$ cat config.mk
export PLATFORM = sky130hd
export DESIGN_NAME = psa_sequencer
export DESIGN_NICKNAME = d
export VERILOG_FILES = /design/src/psa_pkg.sv /design/src/psa_axis_if.sv /design/src/psa_axis_stepper.sv /design/src/psa_sequencer.sv
export SDC_FILE = /design/constraint.sdc
export NUM_CORES = 1
export LEC_CHECK = 0
export BUFFER_PORTS_ARGS = -buffer_cell sky130_fd_sc_hd__buf_2
export CAP_MARGIN = 0
export CORE_UTILIZATION = 63
export CTS_CLUSTER_DIAMETER = 150
export DETAILED_ROUTE_END_ITERATION = 10
export PLACE_DENSITY = 0.81
export SLEW_MARGIN = 20
export SYNTH_ARGS = -nofsm -noshare
export SYNTH_HDL_FRONTEND = slang
export SYNTH_HIERARCHICAL = 1
export SYNTH_SLANG_ARGS = --single-unit
$ cat constraint.sdc
create_clock -name clock -period 3.8 [get_ports clock]
set_input_delay 0.76 -clock clock [delete_from_list [all_inputs] [get_ports clock]]
set_output_delay 0.76 -clock clock [all_outputs]
set_load 0.01 [all_outputs]
$ cat src/psa_pkg.sv
// Package with register map, reset values and address arithmetic for the subsample sequencer.
package psa_pkg;

  // Register offsets on the configuration port.
  localparam logic [15:0] OFS_GROUPED_UPDATE_HOLD = 16'h0104;
  localparam logic [15:0] OFS_COLUMN_WINDOW_FIRST = 16'h0344;
  localparam logic [15:0] OFS_ROW_WINDOW_FIRST    = 16'h0346;
  localparam logic [15:0] OFS_COLUMN_WINDOW_LAST  = 16'h0348;
  localparam logic [15:0] OFS_ROW_WINDOW_LAST     = 16'h034a;
  localparam logic [15:0] OFS_OUTPUT_WIDTH        = 16'h034c;
  localparam logic [15:0] OFS_OUTPUT_HEIGHT       = 16'h034e;
  localparam logic [15:0] OFS_COLUMN_STEP_CODE    = 16'h0382;
  localparam logic [15:0] OFS_ROW_STEP_CODE       = 16'h0386;
  localparam logic [15:0] OFS_READOUT_COLUMNS     = 16'h3f00;
  localparam logic [15:0] OFS_READOUT_ROWS        = 16'h3f02;
  localparam logic [15:0] OFS_SEQ_STATUS          = 16'h3f04;

  // Values after reset: full resolution window starting at (8,8).
  localparam logic [7:0]  RST_HOLD         = 8'h00;
  localparam logic [15:0] RST_COLUMN_FIRST = 16'h0008;
  localparam logic [15:0] RST_ROW_FIRST    = 16'h0008;
  localparam logic [15:0] RST_COLUMN_LAST  = 16'h0a27;
  localparam logic [15:0] RST_ROW_LAST     = 16'h079f;
  localparam logic [15:0] RST_WIDTH        = 16'h0a20;
  localparam logic [15:0] RST_HEIGHT       = 16'h0798;
  localparam logic [15:0] RST_STEP         = 16'h0001;

  // Accepted step codes.
  localparam logic [15:0] STEP_NORMAL = 16'h0001;
  localparam logic [15:0] STEP_SKIP2  = 16'h0003;
  localparam logic [15:0] STEP_SKIP4  = 16'h0007;

  // Hold field position inside the hold register.
  localparam int HOLD_BIT = 0;

  // Sequencer state machine.
  typedef enum logic [1:0] {
    ST_IDLE = 2'b00,
    ST_RUN  = 2'b01
  } psa_state_type;

  // True for a step code the sequencer can follow.
  function automatic logic step_ok(input logic [15:0] code);
    step_ok = (code == STEP_NORMAL) || (code == STEP_SKIP2) || (code == STEP_SKIP4);
  endfunction : step_ok

  // Addresses read along one axis: (last - first + step) / skip, skip = (step + 1) / 2.
  function automatic logic [15:0] axis_count(input logic [15:0] first,
                                             input logic [15:0] last,
                                             input logic [15:0] code);
    logic [15:0] span;
    logic [15:0] skip;
    span = last - first + code;
    skip = (code + 16'h0001) >> 1;
    axis_count = (skip == 16'h0004) ? (span >> 2) : (skip == 16'h0002) ? (span >> 1) : span;
  endfunction : axis_count

endpackage : psa_pkg

$ cat src/psa_axis_if.sv
// Interface joining the frame control to one axis address stepper.
`timescale 1ns/10ps
interface psa_axis_if;
  logic        load;
  logic        adv;
  logic [15:0] first;
  logic [15:0] last;
  logic [15:0] step;
  logic [15:0] addr;
  logic [15:0] count;
  logic        done;

  modport ctrl (output load, output adv, output first, output last, output step,
                input addr, input count, input done);
  modport axis (input load, input adv, input first, input last, input step,
                output addr, output count, output done);
endinterface : psa_axis_if

$ cat src/psa_axis_stepper.sv
// Address stepper for one axis: walks pairs of addresses and jumps by the step code.
`timescale 1ns/10ps
module psa_axis_stepper (
  // Clock and reset
  input wire logic clock,
  input wire logic rst_n,
  // Control side
  psa_axis_if.axis ax
);

  logic [15:0] addr_r;
  logic [15:0] left_r;
  logic [15:0] addr_nxt;
  logic [15:0] left_nxt;
  logic [15:0] span_count;

  assign span_count = psa_pkg::axis_count(ax.first, ax.last, ax.step);

  // same walk, larger jump
  // An even address is the first of a pair, so it moves by one; an odd one moves
  // by the step code, which skips one pair for code 3 and three pairs for code 7.
  assign addr_nxt = ax.load ? ax.first : (addr_r[0] ? addr_r + ax.step : addr_r + 16'h0001);
  assign left_nxt = ax.load ? span_count : left_r - 16'h0001;

  // Address and remaining count move only on load or advance.
  always_ff @(posedge clock or negedge rst_n) begin
    if (!rst_n) begin
      addr_r <= 16'h0000;
      left_r <= 16'h0000;
    end else if (ax.load || ax.adv) begin
      addr_r <= addr_nxt;
      left_r <= left_nxt;
    end
  end

  assign ax.addr  = addr_r;
  assign ax.count = span_count;
  assign ax.done  = (left_r <= 16'h0001); // Last address of the axis is on show.

endmodule : psa_axis_stepper

$ cat src/psa_sequencer.sv
// Subsampled readout address sequencer with its configuration registers.
// Contract
// - Only step codes 1, 3 and 7 are accepted; writes of other codes are ignored.
// - Column and row step codes are independent, so each axis subsamples on its own.
// - Both codes at 3 read half the rows and half the columns, a quarter-size image.
// - Both codes at 7 read a quarter of each axis, one sixteenth of the image.
// - Each axis skip factor is its step code plus one, halved, giving 1, 2 or 4.
// - Each axis reads (last - first + step) / skip addresses.
// - With code 3 an address pair is read and the next pair skipped.
// - With code 7 an address pair is read and the next six addresses skipped.
`timescale 1ns/10ps
module psa_sequencer (
  // Clock and reset
  input  wire logic        clock,
  input  wire logic        rst_n,
  // Configuration register port
  input  wire logic        reg_wr,
  input  wire logic        reg_rd,
  input  wire logic [15:0] reg_addr,
  input  wire logic [15:0] reg_wdata,
  output logic      [15:0] reg_rdata,
  // Readout control
  input  wire logic        stream_en,
  // Address stream
  output logic             pix_valid,
  output logic      [15:0] col_addr,
  output logic      [15:0] row_addr,
  output logic             frame_start,
  output logic             line_start,
  output logic             frame_end
);

  psa_axis_if col_if ();
  psa_axis_if row_if ();

  // Registers as written by software.
  logic [7:0]  hold_r;
  logic [15:0] col_first_r;
  logic [15:0] row_first_r;
  logic [15:0] col_last_r;
  logic [15:0] row_last_r;
  logic [15:0] width_r;
  logic [15:0] height_r;
  logic [15:0] col_step_r;
  logic [15:0] row_step_r;
  // Active copies that steer the walk.
  logic [15:0] act_col_first_r;
  logic [15:0] act_row_first_r;
  logic [15:0] act_col_last_r;
  logic [15:0] act_row_last_r;
  logic [15:0] act_col_step_r;
  logic [15:0] act_row_step_r;
  // Sequencer state and outputs.
  psa_pkg::psa_state_type state_r;
  psa_pkg::psa_state_type state_nxt;
  logic        pix_valid_r;
  logic        frame_start_r;
  logic        line_start_r;
  logic        frame_end_r;
  logic [15:0] rdata_r;
  logic [15:0] rdata_nxt;

  // Write decode.
  wire         wr_hold      = reg_wr && (reg_addr == psa_pkg::OFS_GROUPED_UPDATE_HOLD);
  wire         wr_col_first = reg_wr && (reg_addr == psa_pkg::OFS_COLUMN_WINDOW_FIRST);
  wire         wr_row_first = reg_wr && (reg_addr == psa_pkg::OFS_ROW_WINDOW_FIRST);
  wire         wr_col_last  = reg_wr && (reg_addr == psa_pkg::OFS_COLUMN_WINDOW_LAST);
  wire         wr_row_last  = reg_wr && (reg_addr == psa_pkg::OFS_ROW_WINDOW_LAST);
  wire         wr_width     = reg_wr && (reg_addr == psa_pkg::OFS_OUTPUT_WIDTH);
  wire         wr_height    = reg_wr && (reg_addr == psa_pkg::OFS_OUTPUT_HEIGHT);
  wire         wr_col_step  = reg_wr && (reg_addr == psa_pkg::OFS_COLUMN_STEP_CODE)
                              && psa_pkg::step_ok(reg_wdata);
  wire         wr_row_step  = reg_wr && (reg_addr == psa_pkg::OFS_ROW_STEP_CODE)
                              && psa_pkg::step_ok(reg_wdata);
  wire         hold_on      = hold_r[psa_pkg::HOLD_BIT];

  // Software-facing registers.
  always_ff @(posedge clock or negedge rst_n) begin
    if (!rst_n) begin
      hold_r      <= psa_pkg::RST_HOLD;
      col_first_r <= psa_pkg::RST_COLUMN_FIRST;
      row_first_r <= psa_pkg::RST_ROW_FIRST;
      col_last_r  <= psa_pkg::RST_COLUMN_LAST;
      row_last_r  <= psa_pkg::RST_ROW_LAST;
      width_r     <= psa_pkg::RST_WIDTH;
      height_r    <= psa_pkg::RST_HEIGHT;
      col_step_r  <= psa_pkg::RST_STEP;
      row_step_r  <= psa_pkg::RST_STEP;
    end else begin
      if (wr_hold)      hold_r      <= reg_wdata[7:0];
      if (wr_col_first) col_first_r <= reg_wdata;
      if (wr_row_first) row_first_r <= reg_wdata;
      if (wr_col_last)  col_last_r  <= reg_wdata;
      if (wr_row_last)  row_last_r  <= reg_wdata;
      if (wr_width)     width_r     <= reg_wdata;
      if (wr_height)    height_r    <= reg_wdata;
      if (wr_col_step)  col_step_r  <= reg_wdata;
      if (wr_row_step)  row_step_r  <= reg_wdata;
    end
  end

  // A new frame may only begin when streaming and no grouped update is open.
  wire         frame_go  = (state_r == psa_pkg::ST_IDLE) && stream_en && !hold_on;
  wire         run       = (state_r == psa_pkg::ST_RUN);
  wire         line_end  = run && col_if.done;
  wire         last_pix  = line_end && row_if.done;

  // grouped commit
  // Active settings are copied in each idle cycle with the hold released; a frame that starts in the first cycle
  // after release still loads the old window and count, then steps and reloads lines with the new values.
  always_ff @(posedge clock or negedge rst_n) begin
    if (!rst_n) begin
      act_col_first_r <= psa_pkg::RST_COLUMN_FIRST;
      act_row_first_r <= psa_pkg::RST_ROW_FIRST;
      act_col_last_r  <= psa_pkg::RST_COLUMN_LAST;
      act_row_last_r  <= psa_pkg::RST_ROW_LAST;
      act_col_step_r  <= psa_pkg::RST_STEP;
      act_row_step_r  <= psa_pkg::RST_STEP;
    end else if (state_r == psa_pkg::ST_IDLE && !hold_on) begin
      act_col_first_r <= col_first_r;
      act_row_first_r <= row_first_r;
      act_col_last_r  <= col_last_r;
      act_row_last_r  <= row_last_r;
      act_col_step_r  <= col_step_r;
      act_row_step_r  <= row_step_r;
    end
  end

  // each axis follows its own step code
  // Column axis restarts each line; row axis starts each frame and moves at line end.
  assign col_if.first = act_col_first_r;
  assign col_if.last  = act_col_last_r;
  assign col_if.step  = act_col_step_r;
  assign col_if.load  = frame_go || (line_end && !row_if.done);
  assign col_if.adv   = run && !col_if.done;
  assign row_if.first = act_row_first_r;
  assign row_if.last  = act_row_last_r;
  assign row_if.step  = act_row_step_r;
  assign row_if.load  = frame_go;
  assign row_if.adv   = line_end && !row_if.done;

  psa_axis_stepper u_col (
    .clock (clock),
    .rst_n (rst_n),
    .ax    (col_if.axis)
  );

  psa_axis_stepper u_row (
    .clock (clock),
    .rst_n (rst_n),
    .ax    (row_if.axis)
  );

  // Next state.
  always_comb begin
    state_nxt = state_r;
    case (state_r)
      psa_pkg::ST_IDLE: begin
        if (frame_go) state_nxt = psa_pkg::ST_RUN;
      end
      psa_pkg::ST_RUN: begin
        if (last_pix) state_nxt = psa_pkg::ST_IDLE;
      end
      default: state_nxt = psa_pkg::ST_IDLE;
    endcase
  end

  // State and stream markers; markers line up with the address they describe.
  always_ff @(posedge clock or negedge rst_n) begin
    if (!rst_n) begin
      state_r       <= psa_pkg::ST_IDLE;
      pix_valid_r   <= 1'b0;
      frame_start_r <= 1'b0;
      line_start_r  <= 1'b0;
      frame_end_r   <= 1'b0;
    end else begin
      state_r       <= state_nxt;
      pix_valid_r   <= (state_nxt == psa_pkg::ST_RUN);
      frame_start_r <= frame_go;
      line_start_r  <= frame_go || (line_end && !row_if.done);
      frame_end_r   <= last_pix;
    end
  end

  // Read selection; unknown offsets read as zero.
  always_comb begin
    case (reg_addr)
      psa_pkg::OFS_GROUPED_UPDATE_HOLD: rdata_nxt = {8'h00, hold_r};
      psa_pkg::OFS_COLUMN_WINDOW_FIRST: rdata_nxt = col_first_r;
      psa_pkg::OFS_ROW_WINDOW_FIRST:    rdata_nxt = row_first_r;
      psa_pkg::OFS_COLUMN_WINDOW_LAST:  rdata_nxt = col_last_r;
      psa_pkg::OFS_ROW_WINDOW_LAST:     rdata_nxt = row_last_r;
      psa_pkg::OFS_OUTPUT_WIDTH:        rdata_nxt = width_r;
      psa_pkg::OFS_OUTPUT_HEIGHT:       rdata_nxt = height_r;
      psa_pkg::OFS_COLUMN_STEP_CODE:    rdata_nxt = col_step_r;
      psa_pkg::OFS_ROW_STEP_CODE:       rdata_nxt = row_step_r;
      psa_pkg::OFS_READOUT_COLUMNS:     rdata_nxt = col_if.count;
      psa_pkg::OFS_READOUT_ROWS:        rdata_nxt = row_if.count;
      psa_pkg::OFS_SEQ_STATUS:          rdata_nxt = {15'h0000, run};
      default:                          rdata_nxt = 16'h0000;
    endcase
  end

  // Read data is held until the next read strobe.
  always_ff @(posedge clock or negedge rst_n) begin
    if (!rst_n) rdata_r <= 16'h0000;
    else if (reg_rd) rdata_r <= rdata_nxt;
  end

  assign reg_rdata   = rdata_r;
  assign pix_valid   = pix_valid_r;
  assign col_addr    = col_if.addr;
  assign row_addr    = row_if.addr;
  assign frame_start = frame_start_r;
  assign line_start  = line_start_r;
  assign frame_end   = frame_end_r;

endmodule : psa_sequencer

Yosys cells after proc, flatten, opt, wreduce, memory -nomap -nowiden. Cells that the tools add are included.

Bits of input ports: 37. Register bits after elaboration: 318. Word-level logic and storage cells: 100.

Add/sub/neg operators: 12. Equal/unequal tests: 21. Muxes and demuxes: 14. Reduce and logical (&&, ||, !) cells: 26. Order comparisons: 2.

Operators by type and width (number): one-hot mux 16 bit (12 select lines) (1); two-way mux 16 bit (10); equality test 16 x 10 -> 1 bit (second input constant) (8); adder 16 x 1 -> 16 bit (second input constant) (4); adder 16 bit (4); equality test 16 x 14 -> 1 bit (second input constant) (3); less-or-equal comparator 16 x 1 -> 1 bit (second input constant) (2); subtractor 16 x 1 -> 16 bit (second input constant) (2); subtractor 16 bit (2); equality test 15 x 2 -> 1 bit (second input constant) (2); equality test 15 x 3 -> 1 bit (second input constant) (2); logical AND 1 bit (18); equality test 16 x 1 -> 1 bit (second input constant) (1); equality test 16 x 2 -> 1 bit (second input constant) (1); equality test 16 x 3 -> 1 bit (second input constant) (1); equality test 16 x 9 -> 1 bit (second input constant) (1); equality test 2 x 1 -> 1 bit (second input constant) (2); logical OR 1 bit (4); two-way mux 2 bit (2); one-hot mux 2 bit (2 select lines) (1); zero test 1 bit (3); zero test 2 bit (1).

Logic depth before layout (Yosys ltp). Gate-level depths: netlist of run 1.

Word-level depth: 6. Depth in mapped cells: 17. Mapped depth without buffers: 17.

Cells and area by module. Netlist of run 1, hierarchy kept.

Modules (own cells, without submodules): psa_sequencer (area each 10964.3 um2, times used 1, cells each 741); psa_axis_stepper at u_col (area each 4485.6 um2, times used 1, cells each 569); psa_axis_stepper at u_row (area each 4265.3 um2, times used 1, cells each 545).

Worst setup path after synthesis of run 1. No wires, ideal clock.

Path kind: register to register. Start: reg act_row_step_r[0]. End: reg rdata_r[8] (netlist: reg_rdata[8]). Cell stages (with the launch flop): 18. Required time: 3.679 ns. Data arrival time: 3.373 ns. Library setup time: 0.121 ns. Path slack: 0.306 ns. Path buffers: 0. Path through: dfstp_2 > inv_1 > ha_1 > inv_1 > ha_1 > inv_1 > fa_1 > nor2b_1 > o21ai_0 > a21boi_1 > o31a_1 > o21a_1 > o311ai_0 > a222oi_1 > inv_1 > a22oi_1 > nand2_1 > o22a_1.

Word-level cells in the longest chain between the ends: 5.

Ends and longest elaborated chain: from (decl) (line psa_sequencer.sv:52) `logic [15:0] act_row_step_r;`; from (signal assigned) (line psa_sequencer.sv:118) `act_row_step_r <= psa_pkg::RST_STEP;`; from (signal assigned) (line psa_sequencer.sv:125) `act_row_step_r <= row_step_r;`; adder 16 x 1 -> 16 bit (line psa_pkg.sv:54) `skip = (code + 16'h0001) >> 1;`; equality test 15 x 2 -> 1 bit (line psa_pkg.sv:55) `axis_count = (skip == 16'h0004) ? (span >> 2) : (skip == 16'h0002) ? (span >> 1) : span;`; two-way mux 16 bit (line psa_pkg.sv:55); two-way mux 16 bit (*) (line psa_pkg.sv:55); via row_if.count[8] (line psa_axis_if.sv:10) `logic [15:0] count;`; one-hot mux 16 bit (12 select lines) (*) (line psa_sequencer.sv:187) `case (reg_addr)`; to (signal assigned) (line psa_sequencer.sv:207) `else if (reg_rd) rdata_r <= rdata_nxt;`; to (decl) (line psa_sequencer.sv:60) `logic [15:0] rdata_r;`.

Mark *: on every way through the listed nets, which the timed path passes. The rest lies on a longest branch. A chain may end at the register's enable or synchronous reset.

Worst setup path after layout of run 1.
Start: reg act_row_step_r[0]. End: reg rdata_r[0] (netlist: reg_rdata[0]).

The elaborated chain is that of the path after synthesis.

==> results.yml, run 1 <==
power:
  ir_worst_vdd_mv: 0.393
  p_total_uw: 8410
  p_leak_uw: 0.0112
  p_per_area_nw_per_um2: 377
timing:
  skew_ns: 0.0217
  slew_headroom_pct: 46.9
  period_needed_ns: 3.76
  fmax_ghz: 0.266
  period_share_pct: 98.9
  setup_ws_ns: 0.0409
  hold_violations: 0
  finalSetupTns_ns: 0
  finalSetupViolations: 0
  tightestPinTransition_ns: 0.789
  slew_violations: 0
place:
  gp_congestion: 0.990
  post-place-cells: 2339
  dp_slack_ns: -0.137
  dpl.hpwl_um: 42900
  io_buffers: 88
final_layout:
  n_fill_cell: 2143
  fin_cells: 2414
  multi_input_area_sq_um: 10800
  drive_gt1_share_pct: 28.8
  fin_util_pct: 72.8
  seq_area_sq_um: 8020
  nets: 2126
  syn2layout_area_growth_pct: 13.2
worst_setup_path:
  cpMaxStageDelayCell: "dfstp_2"
  worstSetupPathType: "reg2reg"
  crit_path_max_incr_delay_ns: 0.53
  crit_chain: "buf_4 > ha_1 > and3_4 > xnor2_1 > a211oi_1 > buf_4 > o211a_1 > and3_1 > a222oi_1 > a222oi_1 > nand3_1 > o22a_1"
  endpoint_kind: "flop"
  cp_max_fo: 9
  setup.worst_path.start_class: "flop"
  rrSetupSlack_ns: 0.04
  worstPathArrival_ns: 4.16
  required_ns: 4.20
die:
  die_h_um: 179
  pin_count: 89
  rows: 64
  core_sq_um: 30700
  die_area_sq_um: 32000
  dieWidth_um: 179
  start_util_pct: 64.3
clock_network:
  cts_tree: "done"
  path_clk_slew_ns: 0.06
  cts.sinks: 318
  cts-hold-fix-buffers: 0
  numCtsBuffers: 36
  clock_latency_ns: 0.52
  root_buffer: "clkbuf_16"
  cts_htree_levels: 2
  cts_buffer_depth: 3
min_path:
  hold_path_class: "in2async"
global_routing:
  grt_max_degree: 93
  grt_pass1_vias: 15400
  grt_antenna_before_repair: 2
  grt_overflow_total: 0
  grtUsageTotal_pct: 36.9
  grt_first_pass_wirelength_um: 88700
logic_synthesis:
  synth-seq-cells: 318
  ys_seq_area_share_pct: 40.7
  synth_edf_count: 0
  synth_cells: 1855
  synth_nets: 1990
  synth_cell_types: 100
  syn_area_per_cell_sq_um: 10.6
  async_flop_share_pct: 100
  yosys_warnings: 6
  synth_flop_cell: "dfrtp_1"
  synth_area_sq_um: 19700
route:
  vias: 16100
  drt-initial-drc-count: 1942
  vias_per_cell: 6.66
  drtPass1Iterations: 9
  drt_wl_total_um: 58400
  wire_per_inst_um: 24.2
  ant_nets: 0
  route.detailed.drc: 0
run:
  maxCapViolCount: 0
status:
  status: "completed"
==> per-layer routing <==
metal	wire length, um	share of wire, %	vias up	global-route usage (%)
li1	-	-	6964	-
met1	24300	42	7966	52.7
met2	25500	44	957	54.6
met3	6130	10	185	8.08
met4	2430	4.2	2	14.2
met5	17	0.029	-	0
==> worst max-delay path: cells and delay by family, from the launching register on <==
kind | cells | cell delay (ns)
buffers and inverters | 2 | 0.35
DFF | 1 | 0.53
and+or+nand+nor | 3 | 0.85
AOI/OAI and AO/OA | 5 | 1.58
xor gates and xnor gates | 1 | 0.09
adders and majority gates | 1 | 0.25
==> logic make-up (layout without fill, tap and decap cells) <==
logic type,count (synthesis),in the layout,share of synthesized area [%]
AND/OR/NAND/NOR,531,531,15.3
AO/OA/AOI/OAI,356,356,13.5
flip-flops,318,318,40.7
buffers and inverters,234,396,5.28
multiplexers,231,231,14.0
adder cells (fa/ha/maj),98,98,7.44
XOR/XNOR,86,86,3.82
other,1,2,0.0190
==> area by class of cell <==
cell class	instances	area share, %
antenna	1	0.0112
clock buffer	48	4.42
clock inverter	16	1.10
inverter	152	2.56
multi-input combinational	1303	48.5
sequential	318	35.9
tap	396	2.22
timing repair buffer	180	5.30
==> synth_stat cells (all sizes together), types with 32 or more instances <==
cell	number	area (sq um)
dfrtp	271	6780
a22oi	41	313
xnor2	54	473
nor2b	51	319
clkbuf	35	131
mux2	211	2560
nand2	134	533
ha	66	826
nand3	43	235
nor2	86	323
dfstp	47	1230
a21oi	48	240
xor2	32	280
o21ai	56	280
buf	47	339
fa	32	641
inv	151	567
nor3	40	205
and2	39	244
==> cell usage in the layout, fill, tap and decap left out, types with 14 or more instances in the layout <==
cell type and n:
dfrtp_1 271, mux2_2 156, inv_1 150, nand2_1 128, buf_4 88, buf_2 87
nor2_1 84, ha_1 63, xnor2_1 52, o21ai_0 50, nor2b_1 49, mux2_4 48
dfstp_2 47, a21oi_1 45, nand3_1 39, a22oi_1 39, and2_1 38, nor3_1 37
clkbuf_16 37, xor2_1 32, fa_1 31, a222oi_1 30, and3_1 22, a21o_1 20
mux2i_1 20, o22a_1 19, a31oi_1 17, nor4_1 16, a221oi_1 14
==> metrics by stage <==
stage / instance area [sq um] / hold slack (ns)
6_report: 22300 / 0.238
5_1_grt: 22300 / 0.337
4_1_cts: 22100 / 0.294
3_5_place_dp: 20900 / 0.482
3_3_place_gp: 20900 / 0.469
2_1_floorplan: 19700 / 0.451
==> power by group <==
group	internal [uW]	switching [uW]	leakage (uW)
clock	2240	1410	0.000594
sequential	3540	183	0.00422
combinational	428	612	0.00643
total	6210	2200	0.0112
==> worst paths after layout <==
check | from | to | depth (start not counted)
setup / recovery | act_row_step_r[0] | reg_rdata[0] | 12
max in group asynchronous | rst_n | act_col_step_r[9] | 2
hold reg to reg | hold_r[3] | hold_r[3] | 1
hold / removal | rst_n | act_col_last_r[3] | 1
setup reg to reg | act_row_step_r[0] | reg_rdata[0] | 12
min in group clock | hold_r[3] | hold_r[3] | 1
==> timing repair <==
item,CTS,global route
buffers inserted,6,4
gates cloned,0,0
pin swaps,8,15
gates resized for setup,4,34
endpoints found under the setup margin,4,15
Power figures use the tool's default switching activity.
==> inputs of run 2 (changes only) <==
--- a/config.mk
+++ b/config.mk
@@ -10,7 +10,8 @@
 export CORE_UTILIZATION = 63
 export CTS_CLUSTER_DIAMETER = 150
 export DETAILED_ROUTE_END_ITERATION = 10
-export PLACE_DENSITY = 0.81
+export GPL_TIMING_DRIVEN = 1
+export PLACE_DENSITY = 0.83
 export SLEW_MARGIN = 20
 export SYNTH_ARGS = -nofsm -noshare
 export SYNTH_HDL_FRONTEND = slang
==> results.yml, run 2 (synthesis gave the netlist of run 1 again) <==
status:
  status: "completed"
final_layout:
  nets: 2108
  syn2layout_area_growth_pct: 12.3
  drive_gt1_share_pct: 27.9
  fin_util_pct: 72.2
  stdcell_area_sq_um: 22100
  final_common_cell: "dfrtp_1"
  mostFrequentLayoutCells: "271 x dfrtp_1, 156 x mux2_2, 150 x inv_1"
  n_fill_cell: 2138
place:
  gp_congestion: 0.952
  io_buffers: 88
  dpl_cell_area_sq_um: 20800
  dpl.hpwl_um: 42100
min_path:
  hold_path_class: "in2async"
die:
  die_h_um: 179
  pin_count: 89
  core_sq_um: 30700
  dieWidth_um: 179
  die_area_sq_um: 32000
  rows: 64
  start_util_pct: 64.3
clock_network:
  cts-hold-fix-buffers: 0
  cts_htree_levels: 2
  cts.sinks: 318
  numCtsBuffers: 36
  path_clk_slew_ns: 0.06
  cts_tree: "done"
  cts_buffer_depth: 3
  root_buffer: "clkbuf_16"
  clock_latency_ns: 0.54
worst_setup_path:
  rrSetupSlack_ns: 0.06
  endpoint_kind: "flop"
  worstPathArrival_ns: 4.15
  r2r_end: "reg_rdata[13]"
  setup.worst_path.start_class: "flop"
  r2r_start: "act_row_first_r[13]"
  critPathLaunch: "act_row_first_r[13]"
  required_ns: 4.21
  worstSetupPathType: "reg2reg"
  cp_max_fo: 7
  r2r.worst_path.cells: 12
timing:
  period_needed_ns: 3.74
  period_share_pct: 98.3
  slew_headroom_pct: 16.8
  hold_violations: 0
  fmax_ghz: 0.268
  slew_violations: 0
  skew_ns: 0.0321
  rsz0062_at_grt: "yes"
  tightestPinTransition_ns: 1.23
  finalSetupViolations: 0
route:
  wire_per_inst_um: 24.2
  vias: 16200
  drt_wl_total_um: 58000
  route.detailed.drc: 0
  drtPass1Iterations: 9
  drt-initial-drc-count: 2026
  ant_nets: 0
  vias_per_cell: 6.75
power:
  p_per_area_nw_per_um2: 372
  ir_worst_vdd_mv: 0.407
  p_total_uw: 8240
  p_leak_uw: 0.0112
run:
  maxCapViolCount: 0
global_routing:
  grt_antenna_before_repair: 2
  grt_pass1_vias: 15300
  grt_overflow_total: 0
  grtUsageTotal_pct: 36.7
  grt_max_degree: 90
  grt_first_pass_wirelength_um: 88700
-- run 2: worst max-delay path by stage --
stage / end / slack (ns)
2_1_floorplan: reg_rdata[8] / 0.31
3_3_place_gp: reg_rdata[12] / 0.04
3_5_place_dp: reg_rdata[12] / 0.01
4_1_cts: reg_rdata[12] / 0.05
5_1_grt: reg_rdata[12] / -0.05
6_report: reg_rdata[13] / 0.06
-- run 2: final cells by class --
class | count | area (sq um) | share of cell area, %
Multi-Input combinational cell | 1303 | 10800 | 48.9
Antenna cell | 2 | 5.00 | 0.0226
Sequential cell | 318 | 8020 | 36.2
Timing Repair Buffer | 162 | 1040 | 4.71
Tap cell | 396 | 495 | 2.24
Inverter | 152 | 571 | 2.58
Clock buffer | 53 | 1050 | 4.73
Clock inverter | 12 | 130 | 0.588
-- run 2: per-layer routing --
layer | up-vias | global-route usage, % | wire length [um]
met1 | 8063 | 52.2 | 23800
met4 | 2 | 15.9 | 2550
met2 | 1016 | 54.4 | 25400
met5 | - | 1.76 | 71
met3 | 176 | 7.19 | 6190
li1 | 6930 | - | -
-- run 2: repair_timing --
item,CTS,global route
pin swaps,1,21
endpoints found under the setup margin,3,10
setup buffers,0,4
gates resized for setup,5,30
-- run 2: where the power goes --
part	switching, uW	total, uW	internal [uW]
combinational	602	1030	424
sequential	189	3730	3540
clock	1430	3490	2060
total	2220	8240	6020
-- run 2: critical path, stage by stage (launching register included) --
cell	delay (ns)
dfrtp_1	0.42
fa_1	0.57
inv_1	0.07
ha_1	0.36
and3_1	0.27
a2111oi_0	0.62
nor3_1	0.14
xnor2_1	0.25
a2bb2oi_1	0.27
nand2_1	0.13
a22oi_1	0.23
nand2_1	0.10
o22a_1	0.22
-- run 2: stage by stage --
step           TNS, ns  instances  hold WS [ns]  worst slack, ns
6_report             0       2398         0.240           0.0650
5_1_grt         -0.188       2398         0.296          -0.0544
2_1_floorplan        0       1855         0.451            0.306
4_1_cts              0       2392         0.282           0.0472
3_3_place_gp         0       2327         0.466           0.0426
3_5_place_dp         0       2327         0.480           0.0134
